### src/pkg/brq_pkg.sv
// brq_pkg: constants and types shared by both ends of the bus reset link
// ==========================================================================
// Function
// - bus owner drives request command over two clocks
// - reset returns known state, drops first-level cache
// - platform holds reset at least one millisecond
// - agents release bus outputs within two clocks; brq_dev drops req_dev_oe three clocks after reset_n falls
// - init sampled at release selects self check
// - fetching starts at reset vector after reset
// - supply valid rise followed by reset pulse
package brq_pkg;
    // ======================================================================
    // timing, widths and sizes
    localparam int CLK_PERIOD_NS = 25;
    localparam int RESET_HOLD_MS = 1;
    localparam int RESET_HOLD_CYC = (RESET_HOLD_MS * 1000000 + CLK_PERIOD_NS
        - 1) / CLK_PERIOD_NS;
    localparam int RELEASE_CLKS = 2;
    localparam int REQ_W = 5;
    localparam int CFG_W = 4;
    localparam int ADDR_W = 32;
    localparam int SELF_CHECK_CYC = 16;
    localparam int CACHE_LINES = 8;
    localparam int CNT_W = 24;
    // reset values
    localparam logic [REQ_W-1:0] REQ_IDLE = 5'h00;
    localparam logic [ADDR_W-1:0] VEC_DEFAULT = 32'h00000000;

    typedef enum {
        DEV_RESET,
        DEV_CHECK,
        DEV_FETCH,
        DEV_RUN
    } brq_dev_e;

    typedef enum {
        HST_POWER_OFF,
        HST_HOLD,
        HST_RUN
    } brq_hst_e;

    function automatic logic [CNT_W-1:0] brq_inc(input logic [CNT_W-1:0] v);
        brq_inc = v + 24'h000001;
    endfunction : brq_inc
endpackage : brq_pkg

### src/pkg/brq_if.sv
// brq_if: signals between the processor end and the platform end
interface brq_if;
    import brq_pkg::*;
    logic reset_n;
    logic init_n;
    logic [REQ_W-1:0] req_dev;
    logic req_dev_oe;
    logic [REQ_W-1:0] req_hst;
    logic req_hst_oe;
    logic [CFG_W-1:0] cfg;

    modport dev (
        input reset_n,
        input init_n,
        input cfg,
        input req_hst,
        input req_hst_oe,
        output req_dev,
        output req_dev_oe
    );
    modport hst (
        output reset_n,
        output init_n,
        output cfg,
        output req_hst,
        output req_hst_oe,
        input req_dev,
        input req_dev_oe
    );
endinterface : brq_if

### src/logic/brq_dev.sv
// brq_dev: processor end, reset entry and exit plus request phase
module brq_dev
    import brq_pkg::*;
#(
    parameter logic [ADDR_W-1:0] RESET_VECTOR = VEC_DEFAULT,
    parameter int CHECK_CYC = SELF_CHECK_CYC
)(
    input wire logic REF_CLK,
    input wire logic RST,
    brq_if.dev BUS,
    input wire logic REQ_START,
    input wire logic [REQ_W-1:0] REQ_CMD_A,
    input wire logic [REQ_W-1:0] REQ_CMD_B,
    output logic REQ_BUSY,
    output logic [CFG_W-1:0] CFG_LATCHED,
    output logic SELF_CHECK_RAN,
    output logic FETCH_VALID,
    output logic [ADDR_W-1:0] FETCH_ADDR,
    output logic [CACHE_LINES-1:0] CACHE_VALID,
    output logic IN_RESET
);
    // ======================================================================
    // state
    typedef struct packed {
        logic [1:0] rst_sync;
        logic [1:0] init_sync;
        logic [CFG_W-1:0] cfg_s1;
        logic [CFG_W-1:0] cfg_s2;
        logic rst_prev;
        brq_dev_e st;
        logic [CNT_W-1:0] cnt;
        logic [CFG_W-1:0] cfg_q;
        logic ran_q;
        logic fetch_q;
        logic [ADDR_W-1:0] addr_q;
        logic [CACHE_LINES-1:0] cache_q;
        logic [REQ_W-1:0] req_q;
        logic oe_q;
        logic second_q;
        logic [REQ_W-1:0] req_b_q;
        logic busy_q;
        logic inrst_q;
    } brq_dev_s;

    brq_dev_s s_q, s_d;
    logic rst_act;

    // ======================================================================
    // pin synchronisers: reset, init and option inputs
    function automatic brq_dev_s sync_step(input brq_dev_s v,
        input logic rst_pin_n, input logic init_pin_n,
        input logic [CFG_W-1:0] cfg_pin);
        brq_dev_s r;
        r = v;
        // init and options ride the same two stages as reset
        r.rst_sync = {v.rst_sync[0], ~rst_pin_n};
        r.init_sync = {v.init_sync[0], ~init_pin_n};
        r.cfg_s1 = cfg_pin;
        r.cfg_s2 = v.cfg_s1;
        r.rst_prev = v.rst_sync[1];
        r.inrst_q = v.rst_sync[1];
        return r;
    endfunction : sync_step

    // ======================================================================
    // reset entry: known state, cache dropped, bus released
    function automatic brq_dev_s enter_reset(input brq_dev_s v);
        brq_dev_s r;
        r = v;
        r.st = DEV_RESET;
        // modified lines are dropped, never written back
        r.cache_q = '0;
        r.addr_q = '0;
        r.ran_q = 1'b0;
        r.cfg_q = '0;
        r.fetch_q = 1'b0;
        r.oe_q = 1'b0;
        r.req_q = REQ_IDLE;
        r.req_b_q = REQ_IDLE;
        r.second_q = 1'b0;
        r.busy_q = 1'b0;
        r.cnt = '0;
        return r;
    endfunction : enter_reset

    // ======================================================================
    // reset exit: options and self check choice sampled once
    function automatic brq_dev_s leave_reset(input brq_dev_s v,
        input logic [CFG_W-1:0] opts, input logic chk);
        brq_dev_s r;
        r = v;
        r.cfg_q = opts;
        r.ran_q = chk;
        r.cnt = '0;
        if (chk)
            r.st = DEV_CHECK;
        else
            r.st = DEV_FETCH;
        return r;
    endfunction : leave_reset

    // ======================================================================
    // start-up sequence: optional self check, then first fetch
    function automatic brq_dev_s boot_step(input brq_dev_s v);
        brq_dev_s r;
        r = v;
        case (v.st)
            DEV_RESET:
                r.st = DEV_FETCH;
            DEV_CHECK:
            begin
                r.cnt = brq_inc(v.cnt);
                if (v.cnt >= CNT_W'(CHECK_CYC - 1))
                    r.st = DEV_FETCH;
            end
            DEV_FETCH:
            begin
                r.fetch_q = 1'b1;
                r.addr_q = RESET_VECTOR;
                r.st = DEV_RUN;
            end
            DEV_RUN:
            begin
                r.fetch_q = 1'b0;
                // lines fill one per cycle while running
                r.cache_q = {v.cache_q[CACHE_LINES-2:0], 1'b1};
            end
            default:
                r.st = DEV_RESET;
        endcase
        return r;
    endfunction : boot_step

    // ======================================================================
    // a phase starts only while running and with the other end idle
    function automatic logic can_take(input brq_dev_e st, input logic go,
        input logic other_oe);
        return go && st == DEV_RUN && !other_oe;
    endfunction : can_take

    // ======================================================================
    // request phase: command A, then command B on the next clock
    function automatic brq_dev_s req_step(input brq_dev_s v, input logic go,
        input logic [REQ_W-1:0] cmd_a, input logic [REQ_W-1:0] cmd_b);
        brq_dev_s r;
        r = v;
        if (v.second_q)
        begin
            r.req_q = v.req_b_q;
            r.second_q = 1'b0;
        end
        else if (v.oe_q)
        begin
            r.oe_q = 1'b0;
            r.req_q = REQ_IDLE;
            r.busy_q = 1'b0;
        end
        else if (go)
        begin
            r.req_q = cmd_a;
            r.req_b_q = cmd_b;
            r.oe_q = 1'b1;
            r.second_q = 1'b1;
            r.busy_q = 1'b1;
        end
        return r;
    endfunction : req_step

    // ======================================================================
    // next state
    always_comb
    begin
        s_d = sync_step(s_q, BUS.reset_n, BUS.init_n, BUS.cfg);
        rst_act = s_q.rst_sync[1];
        if (rst_act)
            s_d = enter_reset(s_d);
        else if (s_q.rst_prev)
            s_d = leave_reset(s_d, s_q.cfg_s2, s_q.init_sync[1]);
        else
            s_d = req_step(boot_step(s_d),
                can_take(s_q.st, REQ_START, BUS.req_hst_oe),
                REQ_CMD_A, REQ_CMD_B);
    end

    // ======================================================================
    // registers
    always_ff @(posedge REF_CLK or posedge RST)
    begin
        if (RST)
        begin
            s_q <= '0;
            s_q.rst_sync <= 2'h3;
            s_q.rst_prev <= 1'b1;
            s_q.inrst_q <= 1'b1;
            s_q.st <= DEV_RESET;
        end
        else
            s_q <= s_d;
    end

    assign BUS.req_dev = s_q.req_q;
    assign BUS.req_dev_oe = s_q.oe_q;
    assign REQ_BUSY = s_q.busy_q;
    assign CFG_LATCHED = s_q.cfg_q;
    assign SELF_CHECK_RAN = s_q.ran_q;
    assign FETCH_VALID = s_q.fetch_q;
    assign FETCH_ADDR = s_q.addr_q;
    assign CACHE_VALID = s_q.cache_q;
    assign IN_RESET = s_q.inrst_q;
endmodule : brq_dev

### src/flat_wrapper.sv
// flat-port wrapper written by rule: the top's interface ports become plain ports
module brq_dev_flat import brq_pkg::*;
#(
    parameter logic [ADDR_W-1:0] RESET_VECTOR = VEC_DEFAULT,
    parameter int CHECK_CYC = SELF_CHECK_CYC
)
  (REF_CLK, RST, REQ_START, REQ_CMD_A, REQ_CMD_B, REQ_BUSY, CFG_LATCHED, SELF_CHECK_RAN, FETCH_VALID, FETCH_ADDR, CACHE_VALID, IN_RESET, BUS_reset_n, BUS_init_n, BUS_cfg, BUS_req_hst, BUS_req_hst_oe, BUS_req_dev, BUS_req_dev_oe);
  brq_if BUS_i ();
  input wire logic REF_CLK;
  input wire logic RST;
  input wire logic REQ_START;
  input wire logic [REQ_W-1:0] REQ_CMD_A;
  input wire logic [REQ_W-1:0] REQ_CMD_B;
  output logic REQ_BUSY;
  output logic [CFG_W-1:0] CFG_LATCHED;
  output logic SELF_CHECK_RAN;
  output logic FETCH_VALID;
  output logic [ADDR_W-1:0] FETCH_ADDR;
  output logic [CACHE_LINES-1:0] CACHE_VALID;
  output logic IN_RESET;
  input wire logic [$bits(BUS_i.reset_n)-1:0] BUS_reset_n;
  input wire logic [$bits(BUS_i.init_n)-1:0] BUS_init_n;
  input wire logic [$bits(BUS_i.cfg)-1:0] BUS_cfg;
  input wire logic [$bits(BUS_i.req_hst)-1:0] BUS_req_hst;
  input wire logic [$bits(BUS_i.req_hst_oe)-1:0] BUS_req_hst_oe;
  output wire logic [$bits(BUS_i.req_dev)-1:0] BUS_req_dev;
  output wire logic [$bits(BUS_i.req_dev_oe)-1:0] BUS_req_dev_oe;
  assign BUS_i.reset_n = BUS_reset_n;
  assign BUS_i.init_n = BUS_init_n;
  assign BUS_i.cfg = BUS_cfg;
  assign BUS_i.req_hst = BUS_req_hst;
  assign BUS_i.req_hst_oe = BUS_req_hst_oe;
  assign BUS_req_dev = BUS_i.req_dev;
  assign BUS_req_dev_oe = BUS_i.req_dev_oe;
  brq_dev #(.RESET_VECTOR(RESET_VECTOR), .CHECK_CYC(CHECK_CYC)) u_core (.REF_CLK(REF_CLK), .RST(RST), .BUS(BUS_i), .REQ_START(REQ_START), .REQ_CMD_A(REQ_CMD_A), .REQ_CMD_B(REQ_CMD_B), .REQ_BUSY(REQ_BUSY), .CFG_LATCHED(CFG_LATCHED), .SELF_CHECK_RAN(SELF_CHECK_RAN), .FETCH_VALID(FETCH_VALID), .FETCH_ADDR(FETCH_ADDR), .CACHE_VALID(CACHE_VALID), .IN_RESET(IN_RESET));
endmodule
### config.mk
export PLATFORM = sky130hd
export DESIGN_NAME = brq_dev_flat
export DESIGN_NICKNAME = d
export VERILOG_FILES = /design/src/pkg/brq_pkg.sv /design/src/pkg/brq_if.sv /design/src/logic/brq_dev.sv /design/src/flat_wrapper.sv
export SDC_FILE = /design/constraint.sdc
export NUM_CORES = 1
export LEC_CHECK = 0
export BUFFER_PORTS_ARGS = -buffer_cell sky130_fd_sc_hd__buf_2
export CORE_MARGIN = 4
export CORE_UTILIZATION = 29
export CTS_BUF_LIST = sky130_fd_sc_hd__clkbuf_2 sky130_fd_sc_hd__clkbuf_4 sky130_fd_sc_hd__clkbuf_8
export CTS_CLUSTER_DIAMETER = 150
export DETAILED_ROUTE_END_ITERATION = 16
export PLACE_DENSITY = 0.59
export SETUP_SLACK_MARGIN = 0.4
export SYNTH_ARGS = -nofsm -noshare
export SYNTH_HDL_FRONTEND = slang
export SYNTH_SLANG_ARGS = --single-unit
### constraint.sdc
create_clock -name REF_CLK -period 1.8 [get_ports REF_CLK]
set_input_delay 0.09 -clock REF_CLK [delete_from_list [all_inputs] [get_ports REF_CLK]]
set_output_delay 0.09 -clock REF_CLK [all_outputs]
set_load 0.02 [all_outputs]
==> flow_summary.ini, run 1 <==
[status]
run_status = finished, final reports clean

[pwr]
combinationalPowerShare_pct = 10.9
powerDensity_nw_per_um2 = 726
clkPwrFrac_pct = 40.7
swShare_pct = 24.8
p_leak_nw = 2.02
p_int_mw = 2.38
ir_worst_vdd_mv = 0.434
switchingPower_mw = 0.786
seq_power_share_pct = 48.4

[clocking]
clock_latency_ps = 340
cts_htree_levels = 3
clock-root-buffer = clkbuf_8
clk_pin_slew_ps = 70
cts_made_buffers = 9
cts_tree = built
cts_sinks = 66
clk_path_buf_depth = 2

[sta]
final.period_utilization_pct = 95.9
clock_skew_ps = 3.76
max_freq_ghz = 0.579
hold_viol = 0
setup_viol = 0
rsz0062_at_grt = true
tightestPinTransition_ps = 593
fin_crit_ps = 1730
slew_headroom_pct = 60.4
maxSlewViolCount = 0
timing.final.ws_setup_ps = 72.9

[floorplanning]
die_height_um = 114
start_util_pct = 29.8
coreArea_um2 = 10900
die_area_um2 = 12900
dieWidth_um = 114
io_pins = 79
core.rowCount = 38

[layout]
diodes = 0
final_cells = 559
final_util_pct = 40.0
fillCellCount = 1036
layout-drive-gt1-share_pct = 34.1
area_delta_synth_final_pct = 34.3
fin_nets = 440

[setup_path]
crit_chain = nand4_1, a2111o_1, buf_6, or3_4, a21oi_2
cpPeakStageDelay_ps = 430
critPathSlowestCell = dfrtp_1
timing.rr.start = u_core.s_q[62]$_DFFE_PP0P_
ff2ff_setup_slack_ps = 70
critPathArrivalTime_ps = 2000
setup.worst_path.start_class = flop
path_buf_inv = 1
crit_type = reg2reg
r2r_cells = 5
cp_top_family = compound AO/OA/AOI/OAI gates
path_max_fanout = 5
crit_required_ps = 2070
end_kind = flop
r2r-end = u_core.s_q[81]$_DFFE_PP0P_

[synthesis]
yosys-top-cells-area = dfrtp_1 (49%), buf_4 (11%), nand2_1 (3.6%)
synth_top_family_by_area = simple AND/OR/NAND/NOR gates
syn-instance-count = 330
synth_simple_gate_area_share_pct = 19.1
ys_warn_count = 0
synthMuxAreaShare_pct = 2.16
synth_top_area_share_pct = 48.6
ys_types = 39
synth-adder-area-share_pct = 0.386
yosysSeqAreaShare_pct = 51.0
synth-edff-count = 0
yosysTopAreaCell = dfrtp_1
synth_area_per_cell_um2 = 9.84
synth_flop_cell = dfrtp_1
async_flop_share_pct = 100
yosys.area_share.xor_xnor_pct = 2.97
ys_ff_latch = 66
synth.cell_area_um2 = 3250
synth_compound_area_share_pct = 10.4

[global_routing]
grt_remaining_overflow = 0
grt_pass1_wl_um = 12000
track_usage_pct = 11.4
grt_pass1_vias = 2460
grt_max_degree = 34
grt_antenna_before_repair = 0

[place]
placed_cells = 499
port_buffers = 41
dpl.hpwl_um = 4850
place_ws_ps = 19.2
gp_congestion = 0.794

[worst_hold_path]
hold_path_startpoint = BUS_req_hst_oe
hold_class = in2reg
hold_path_end = u_core.s_q[4]$_DFFE_PP0P_
whs_path_depth = 6

[job]
drv_cap = 0

[drt]
vias_per_cell = 4.66
initialDrtViolationCount = 108
routed-via-count = 2607
wl_um = 7620
postRouteAntennaNets = 0
dr.pass1.iters = 4
post-route-drc-count = 0
wl_per_cell_um = 13.6
## through the flow
stage                     power, mW  instance area, um2  TNS [ps]  hold WS, ps
after floorplan                1.78                3390         0          116
after global placement         1.80                3500         0          195
after detailed placement       1.81                3500         0          199
after CTS                      3.17                4140         0          270
after global routing           3.29                4360     -9.37          335
final                          3.16                4360         0          322
## routing by layer
metal | track usage, % | up-vias | routed length, um
li1 | - | 1255 | -
met1 | 14.8 | 1270 | 3410
met2 | 18.5 | 70 | 3710
met3 | 3.98 | 12 | 416
met4 | 2.93 | 0 | 74
met5 | 0 | - | 0
## Yosys cell counts (3+ instances only)
cell	instances
dfrtp_1	63
buf_4	49
nand2_1	31
nor2_1	25
a21oi_1	21
nand3_1	16
o21ai_0	14
and3_1	10
clkbuf_1	9
nand4_1	8
nor4_1	8
or3_1	8
xnor2_1	8
inv_1	7
mux2i_1	7
a221o_1	5
nor3_1	4
a211oi_1	3
buf_1	3
dfstp_2	3
or4_1	3
xor2_1	3
## sequential cells by signal, indices dropped and copies added (netlist names)
register	flops
u_core.FETCH_VALID	1
u_core.CFG_LATCHED	4
u_core.rst_act	1
u_core.SELF_CHECK_RAN	1
u_core.CACHE_VALID	8
u_core.BUS.req_dev	5
u_core.BUS.req_dev_oe	1
u_core.REQ_BUSY	1
u_core.s_q	43
u_core.IN_RESET	1
## worst max path at each step
stage,start,to,slack [ps],cells after the start
after floorplan,u_core.IN_RESET$_DFF_PP1_,u_core.s_q[80]$_DFFE_PP0P_,40,5
after global placement,u_core.s_q[60]$_DFFE_PP0P_,u_core.s_q[80]$_DFFE_PP0P_,90,5
after detailed placement,u_core.s_q[60]$_DFFE_PP0P_,u_core.s_q[80]$_DFFE_PP0P_,20,5
after CTS,u_core.IN_RESET$_DFF_PP1_,u_core.s_q[81]$_DFFE_PP0P_,110,5
after global routing,u_core.s_q[62]$_DFFE_PP0P_,u_core.s_q[81]$_DFFE_PP0P_,-9,5
final,u_core.s_q[62]$_DFFE_PP0P_,u_core.s_q[81]$_DFFE_PP0P_,70,5
## cell type report
class	instances	area, um2	area share [%]
Clock buffer	12	159	3.65
Clock inverter	4	50.0	1.15
Inverter	7	30.0	0.689
Multi-Input combinational cell	227	1490	34.1
Sequential cell	66	1660	38.0
Tap cell	140	175	4.02
Timing Repair Buffer	103	802	18.4
## cells by family after synthesis
kind of cell	count (synthesis)
flip-flops	66
XOR/XNOR	11
other	1
adder cells (fa/ha/maj)	1
AO/OA/AOI/OAI	53
buffers and inverters	69
multiplexers	7
AND/OR/NAND/NOR	122
## power by group through the flow
stage               sequential (mW)  combinational [mW]  clock (mW)
finish                         1.53               0.345        1.29
global route                   1.53               0.375        1.38
CTS                            1.53               0.309        1.33
detailed placement             1.56               0.251           0
global placement               1.56               0.248           0
floorplan                      1.56               0.221           0
## placed cells by master, fill, tap and decap left out, drive strengths merged, types with 2 or more instances in the layout
cell	count
clkbuf	13
xor2	3
dfstp	3
nand3	16
conb	32
nor2b	2
nor4	8
nor2	25
a2111o	2
a221o	5
nand2	31
nand4	9
or4	3
xnor2	8
a21oi	21
a31oi	3
or3	8
inv	6
dlygate4sd3	17
o21ai	14
clkinvlp	3
dfrtp	63
and3	10
a211oi	3
o211ai	2
nand4b	2
buf	85
nor3	4
mux2i	7
## worst min-delay path, delay by kind of cell
| kind | cells | cell delay [ps] |
|---|---|---|
| compound gates | 1 | 50 |
| buf+inv | 2 | 230 |
| simple gates | 3 | 260 |
## what timing repair did
action / CTS / global route
gates cloned: 1 / 1
pin swaps: 14 / 14
endpoints found under the setup margin: 46 / 45
buffers inserted: 16 / 9
hold buffers: 17 / 0
gates resized for setup: 30 / 31
endpoints found under the hold margin: 37 / 0
Power figures use the tool's default switching activity.
==> inputs of run 2 (changes only) <==
GPL_TIMING_DRIVEN = 0   (was default)
==> run 2 against run 1 <==
- global-route usage up 0.37 points
- count of clock-buffer cells in the layout down 3
- clock power up 9%
- non-clock buffer count up 51
- cell count up 8.9%
- die area unchanged
- critical path type unchanged
- critical endpoint is now u_core.s_q[76]$_DFFE_PP0P_
==> flow_summary.ini, run 2 (synthesized netlist as in run 1, its figures left out) <==
[floorplanning]
die_area_um2 = 12900
die_height_um = 114
coreArea_um2 = 10900
core.rowCount = 38
start_util_pct = 29.8
dieWidth_um = 114
io_pins = 79

[layout]
layout-drive-gt1-share_pct = 48.0
largest_reg_flops = 43
final_common_cell = buf_4
fillCellCount = 971
diodes = 0
area_delta_synth_final_pct = 53.4
top_register = u_core.s_q
fin_nets = 490
fin_area_um2 = 4980
layout_common_cells = buf_4 (67), dfrtp_1 (60), buf_2 (43), conb_1 (32), nand2_1 (23)

[pwr]
swShare_pct = 25.7
clkPwrFrac_pct = 41.3
seq_power_share_pct = 45.2
p_leak_nw = 2.29
power_mw = 3.39
combinationalPowerShare_pct = 13.4
ir_worst_vdd_mv = 0.505
switchingPower_mw = 0.869
powerDensity_nw_per_um2 = 680
p_int_mw = 2.52

[sta]
slew_headroom_pct = 55.5
rsz0062_at_grt = true
setup_viol = 0
fin_crit_ps = 1770
clock_skew_ps = 5.19
max_freq_ghz = 0.566
maxSlewViolCount = 0
holdWs_ps = 308
hold_viol = 0
tightestPinTransition_ps = 666
timing.final.ws_setup_ps = 31.7
final.period_utilization_pct = 98.2

[clocking]
cts_htree_levels = 3
clock-root-buffer = clkbuf_8
cts_sinks = 66
clock_latency_ps = 350
cts_tree = built
clk_path_buf_depth = 2
clk_pin_slew_ps = 80
cts_made_buffers = 9

[global_routing]
grt_pass1_vias = 2712
track_usage_pct = 11.8
grt_antenna_before_repair = 0
grt_pass1_wl_um = 12700
grt_remaining_overflow = 0
grt_max_degree = 38

[status]
run_status = finished, final reports clean

[drt]
wl_per_cell_um = 13.4
routed-via-count = 2816
vias_per_cell = 4.62
post-route-drc-count = 0
postRouteAntennaNets = 0
initialDrtViolationCount = 150
dr.pass1.iters = 4
wl_um = 8160

[place]
place_ws_ps = -66.1
dpl-instance-area_um2 = 3790
gp_congestion = 0.818
dpl.hpwl_um = 4800
port_buffers = 41

[setup_path]
critPathSlowestCell = dfrtp_1
path_max_fanout = 6
end_kind = flop
cpPeakStageDelay_ps = 400
critPathArrivalTime_ps = 2010
ff2ff_setup_slack_ps = 30
crit_chain = ha_2, nand4_1, a2111o_1, buf_6, buf_4, o211ai_1, nand2_2
setup.worst_path.start_class = flop
crit_required_ps = 2040
timing.rr.start = u_core.s_q[61]$_DFFE_PP0P_
r2r_cells = 7
r2r-end = u_core.s_q[76]$_DFFE_PP0P_
crit_type = reg2reg

[worst_hold_path]
whs_path_depth = 6
hold_path_startpoint = BUS_req_hst_oe
hold_path_end = u_core.s_q[3]$_DFFE_PP0P_
hold_class = in2reg

[job]
drv_cap = 0
==> run 2: cell count changes in the layout (fill, tap and decap cells not counted), sizes merged <==
cell	previous run	this run
clkinv	1	2
a31oi	3	2
inv	6	7
buf	85	131
clkbuf	13	15
bufinv	1	2
==> run 2: critical path, delay by kind of cell, from the launching register on <==
| family | cells | cell delay (ps) |
|---|---|---|
| adder cells (fa/ha/maj) | 1 | 230 |
| flip-flops | 1 | 400 |
| buffers and inverters | 2 | 280 |
| AND/OR/NAND/NOR | 2 | 180 |
| AO/OA/AOI/OAI | 2 | 580 |
==> run 2: through the flow <==
stage	setup TNS, ps	std cells	util [%]
floorplan	0	361	-
global placement	-157	542	34.6
detailed placement	-247	543	34.8
CTS	0	596	41.4
global route	-124	609	45.7
finish	0	609	45.7
==> run 2: power groups by stage <==
stage | logic [mW] | clock network (mW) | registers (mW)
final | 0.455 | 1.40 | 1.53
after global routing | 0.490 | 1.49 | 1.54
after CTS | 0.376 | 1.43 | 1.53
after detailed placement | 0.293 | 0 | 1.56
after global placement | 0.287 | 0 | 1.56
after floorplan | 0.221 | 0 | 1.56
==> run 2: what timing repair did <==
action | in CTS | in global routing
buffers inserted | 19 | 11
cloned | 1 | 2
pin swaps | 20 | 33
endpoints found under the setup margin | 52 | 53
gates resized for setup | 53 | 93
hold buffers | 17 | 0
hold endpoints to repair | 45 | 0
==> run 2: per-layer routing <==
metal / wire [um] / vias up / track usage [%]
met5: 0 / - / 0
met4: 170 / 0 / 3.25
met3: 542 / 21 / 3.34
met2: 4040 / 94 / 18.8
met1: 3400 / 1344 / 15.9
li1: - / 1357 / -
==> run 2: worst max path at each step <==
stage	start	to	slack, ps	cells past startpoint
floorplan	u_core.IN_RESET$_DFF_PP1_	u_core.s_q[80]$_DFFE_PP0P_	40	5
global placement	u_core.s_q[85]$_DFFE_PP0P_	u_core.s_q[77]$_DFFE_PP0P_	-60	5
detailed placement	u_core.s_q[85]$_DFFE_PP0P_	u_core.s_q[77]$_DFFE_PP0P_	-70	5
CTS	u_core.s_q[66]$_DFFE_PP0P_	u_core.s_q[76]$_DFFE_PP0P_	50	5
global route	u_core.s_q[60]$_DFFE_PP0P_	u_core.s_q[77]$_DFFE_PP0P_	-50	7
finish	u_core.s_q[61]$_DFFE_PP0P_	u_core.s_q[76]$_DFFE_PP0P_	30	7
==> run 2: cell type report <==
class / instances / area (um2) / area share [%]
multi-input combinational: 226 / 1630 / 32.7
clock buffer: 9 / 124 / 2.49
timing repair buffer: 92 / 739 / 14.9
inverter: 7 / 30.0 / 0.603
tap: 140 / 175 / 3.52
sequential: 66 / 1660 / 33.3
clock inverter: 7 / 101 / 2.04
buffer: 62 / 523 / 10.5
==> inputs of run 3 (changes only) <==
CORE_MARGIN = default   (was 4)
RECOVER_POWER = 50   (was default)
SLEW_MARGIN = 20   (was default)
==> run 3 against run 2 <==
- cell count is 0.33% lower
- worst setup slack improved by 31 ps
- first-iteration DRC count is 35% higher
- design area fell by 4.6%
- register-to-register slack improved by 30 ps
- non-clock buffer count is 2 lower
- die area shrank 10%
- global-route usage up 0.69 points
==> flow_summary.ini, run 3 (synthesized netlist as in run 1, its figures left out) <==
[layout]
final_common_cell = buf_4
diodes = 0
area_delta_synth_final_pct = 46.3
fin_nets = 489
layout_common_cells = buf_4 (75), dfrtp_1 (54), buf_2 (42), conb_1 (32), nand2_1 (30)
largest_reg_flops = 43
layout-drive-gt1-share_pct = 42.8
top_register = u_core.s_q

[sta]
setup_viol = 0
tightestPinTransition_ps = 939
fin_crit_ps = 1740
hold_viol = 0
rsz0062_at_grt = true
holdWs_ps = 333
clock_skew_ps = 6.53
max_freq_ghz = 0.576
final.period_utilization_pct = 96.5
maxSlewViolCount = 0
slew_headroom_pct = 37.0

[setup_path]
cp_top_family = flip-flops
timing.rr.start = u_core.IN_RESET$_DFF_PP1_
path_buf_inv = 1
setup.worst_path.start_class = flop
end_kind = flop
crit_start = u_core.IN_RESET$_DFF_PP1_
crit_type = reg2reg
crit_required_ps = 2070
critPathArrivalTime_ps = 2010
cpPeakStageDelay_ps = 570
crit_chain = nor2_4, a2111o_1, buf_6, or3_4, a21oi_2
path_max_fanout = 5
critPathSlowestCell = dfstp_2

[drt]
vias_per_cell = 4.60
routed-via-count = 2791
wl_um = 7560
wl_per_cell_um = 12.5
dr.pass1.iters = 4
postRouteAntennaNets = 0
post-route-drc-count = 0
initialDrtViolationCount = 203

[pwr]
p_int_mw = 2.40
ir_worst_vdd_mv = 0.495
power_mw = 3.19
powerDensity_nw_per_um2 = 673
combinationalPowerShare_pct = 13.0
p_leak_nw = 2.25
swShare_pct = 24.7
clkPwrFrac_pct = 38.9
switchingPower_mw = 0.789
seq_power_share_pct = 48.0

[clocking]
cts_htree_levels = 3
cts_sinks = 66
cts_tree = built
clock_latency_ps = 340
clock-root-buffer = clkbuf_8
cts_made_buffers = 9
clk_path_buf_depth = 2
clk_pin_slew_ps = 70

[floorplanning]
start_util_pct = 29.8
io_pins = 79
die_height_um = 108
dieWidth_um = 108
core.rowCount = 38
coreArea_um2 = 10900
die_area_um2 = 11600

[global_routing]
grt_antenna_before_repair = 0
grt_pass1_wl_um = 11500
grt_pass1_vias = 2488
track_usage_pct = 12.5
grt_remaining_overflow = 0
grt_max_degree = 27

[worst_hold_path]
hold_path_startpoint = BUS_req_hst_oe
hold_class = in2reg

[place]
gp_congestion = 0.800
dpl.hpwl_um = 4700
port_buffers = 41

[job]
drv_cap = 0

[status]
run_status = finished, final reports clean
[run 3: cell types whose count changed in the layout (fill, tap and decap cells not counted), moves of 6 or more]
cell and delta:
a21oi_1 +10, a21oi_2 -10, buf_4 +8, dfrtp_1 -6
dfrtp_2 +6, nand2_1 +7, o21ai_2 -6
[run 3: power by group through the flow]
stage	Sequential (mW)	Combinational (mW)	Clock, mW
detailed placement	1.56	0.302	0
finish	1.53	0.416	1.24
global route	1.54	0.451	1.34
CTS	1.53	0.381	1.27
floorplan	1.56	0.221	0
global placement	1.56	0.288	0
[run 3: final cells by class]
type | count | area, um2
plain buffers | 62 | 504
clock buffers | 12 | 153
clock inverters | 3 | 40.0
fillers | 1034 | 6140
inverters | 7 | 27.5
multi-input cells | 227 | 1530
flip-flops and latches | 66 | 1670
well taps | 140 | 175
repair buffers | 90 | 648
[run 3: timing repair]
item                                    CTS  global route
hold buffers                             17             0
endpoints found under the setup margin   52            42
pin swaps                                16            22
cloned                                    0             1
hold endpoints to repair                 34             0
buffers inserted                         18            12
resized for setup                        45            54
[run 3: stage by stage]
| stage | area, um2 | cells | TNS, ps | worst slack, ps | utilization (%) |
|---|---|---|---|---|---|
| floorplan | 3390 | 361 | 0 | 44.2 | - |
| global placement | 3770 | 542 | -161 | -69.9 | 34.6 |
| detailed placement | 3820 | 544 | -352 | -90.1 | 35.1 |
| CTS | 4480 | 594 | 0 | 67.5 | 41.1 |
| global route | 4750 | 607 | 0 | 11.1 | 43.6 |
| finish | 4750 | 607 | 0 | 62.9 | 43.6 |
[run 3: layer usage]
metal / global-route usage [%] / vias up / share of wire (%)
met4: 2.94 / 0 / 0.75
met5: 0 / - / 0
met3: 3.45 / 5 / 4.6
met2: 20.3 / 74 / 50
met1: 16.5 / 1364 / 44
li1: - / 1348 / -
[run 3: worst paths after layout]
kind | slack [ps] | depth (start not counted) | end
min | 330 | 6 | u_core.s_q[2]$_DFFE_PP0P_
min reg2reg | 350 | 0 | u_core.s_q[117]$_DFF_PP0_
max in group asynchronous | 360 | 4 | u_core.rst_act$_DFF_PP1_
min in group asynchronous | 440 | 3 | u_core.s_q[121]$_DFF_PP0_
max | 60 | 5 | u_core.s_q[81]$_DFFE_PP0P_
max reg2reg | 60 | 5 | u_core.s_q[81]$_DFFE_PP0P_
[run 3: worst reg2reg max path, delay by kind of cell (launching register included)]
family	cells	cell delay, ps
AOI/OAI and AO/OA	2	560
DFF	1	570
buffers and inverters	1	160
and+or+nand+nor	2	370
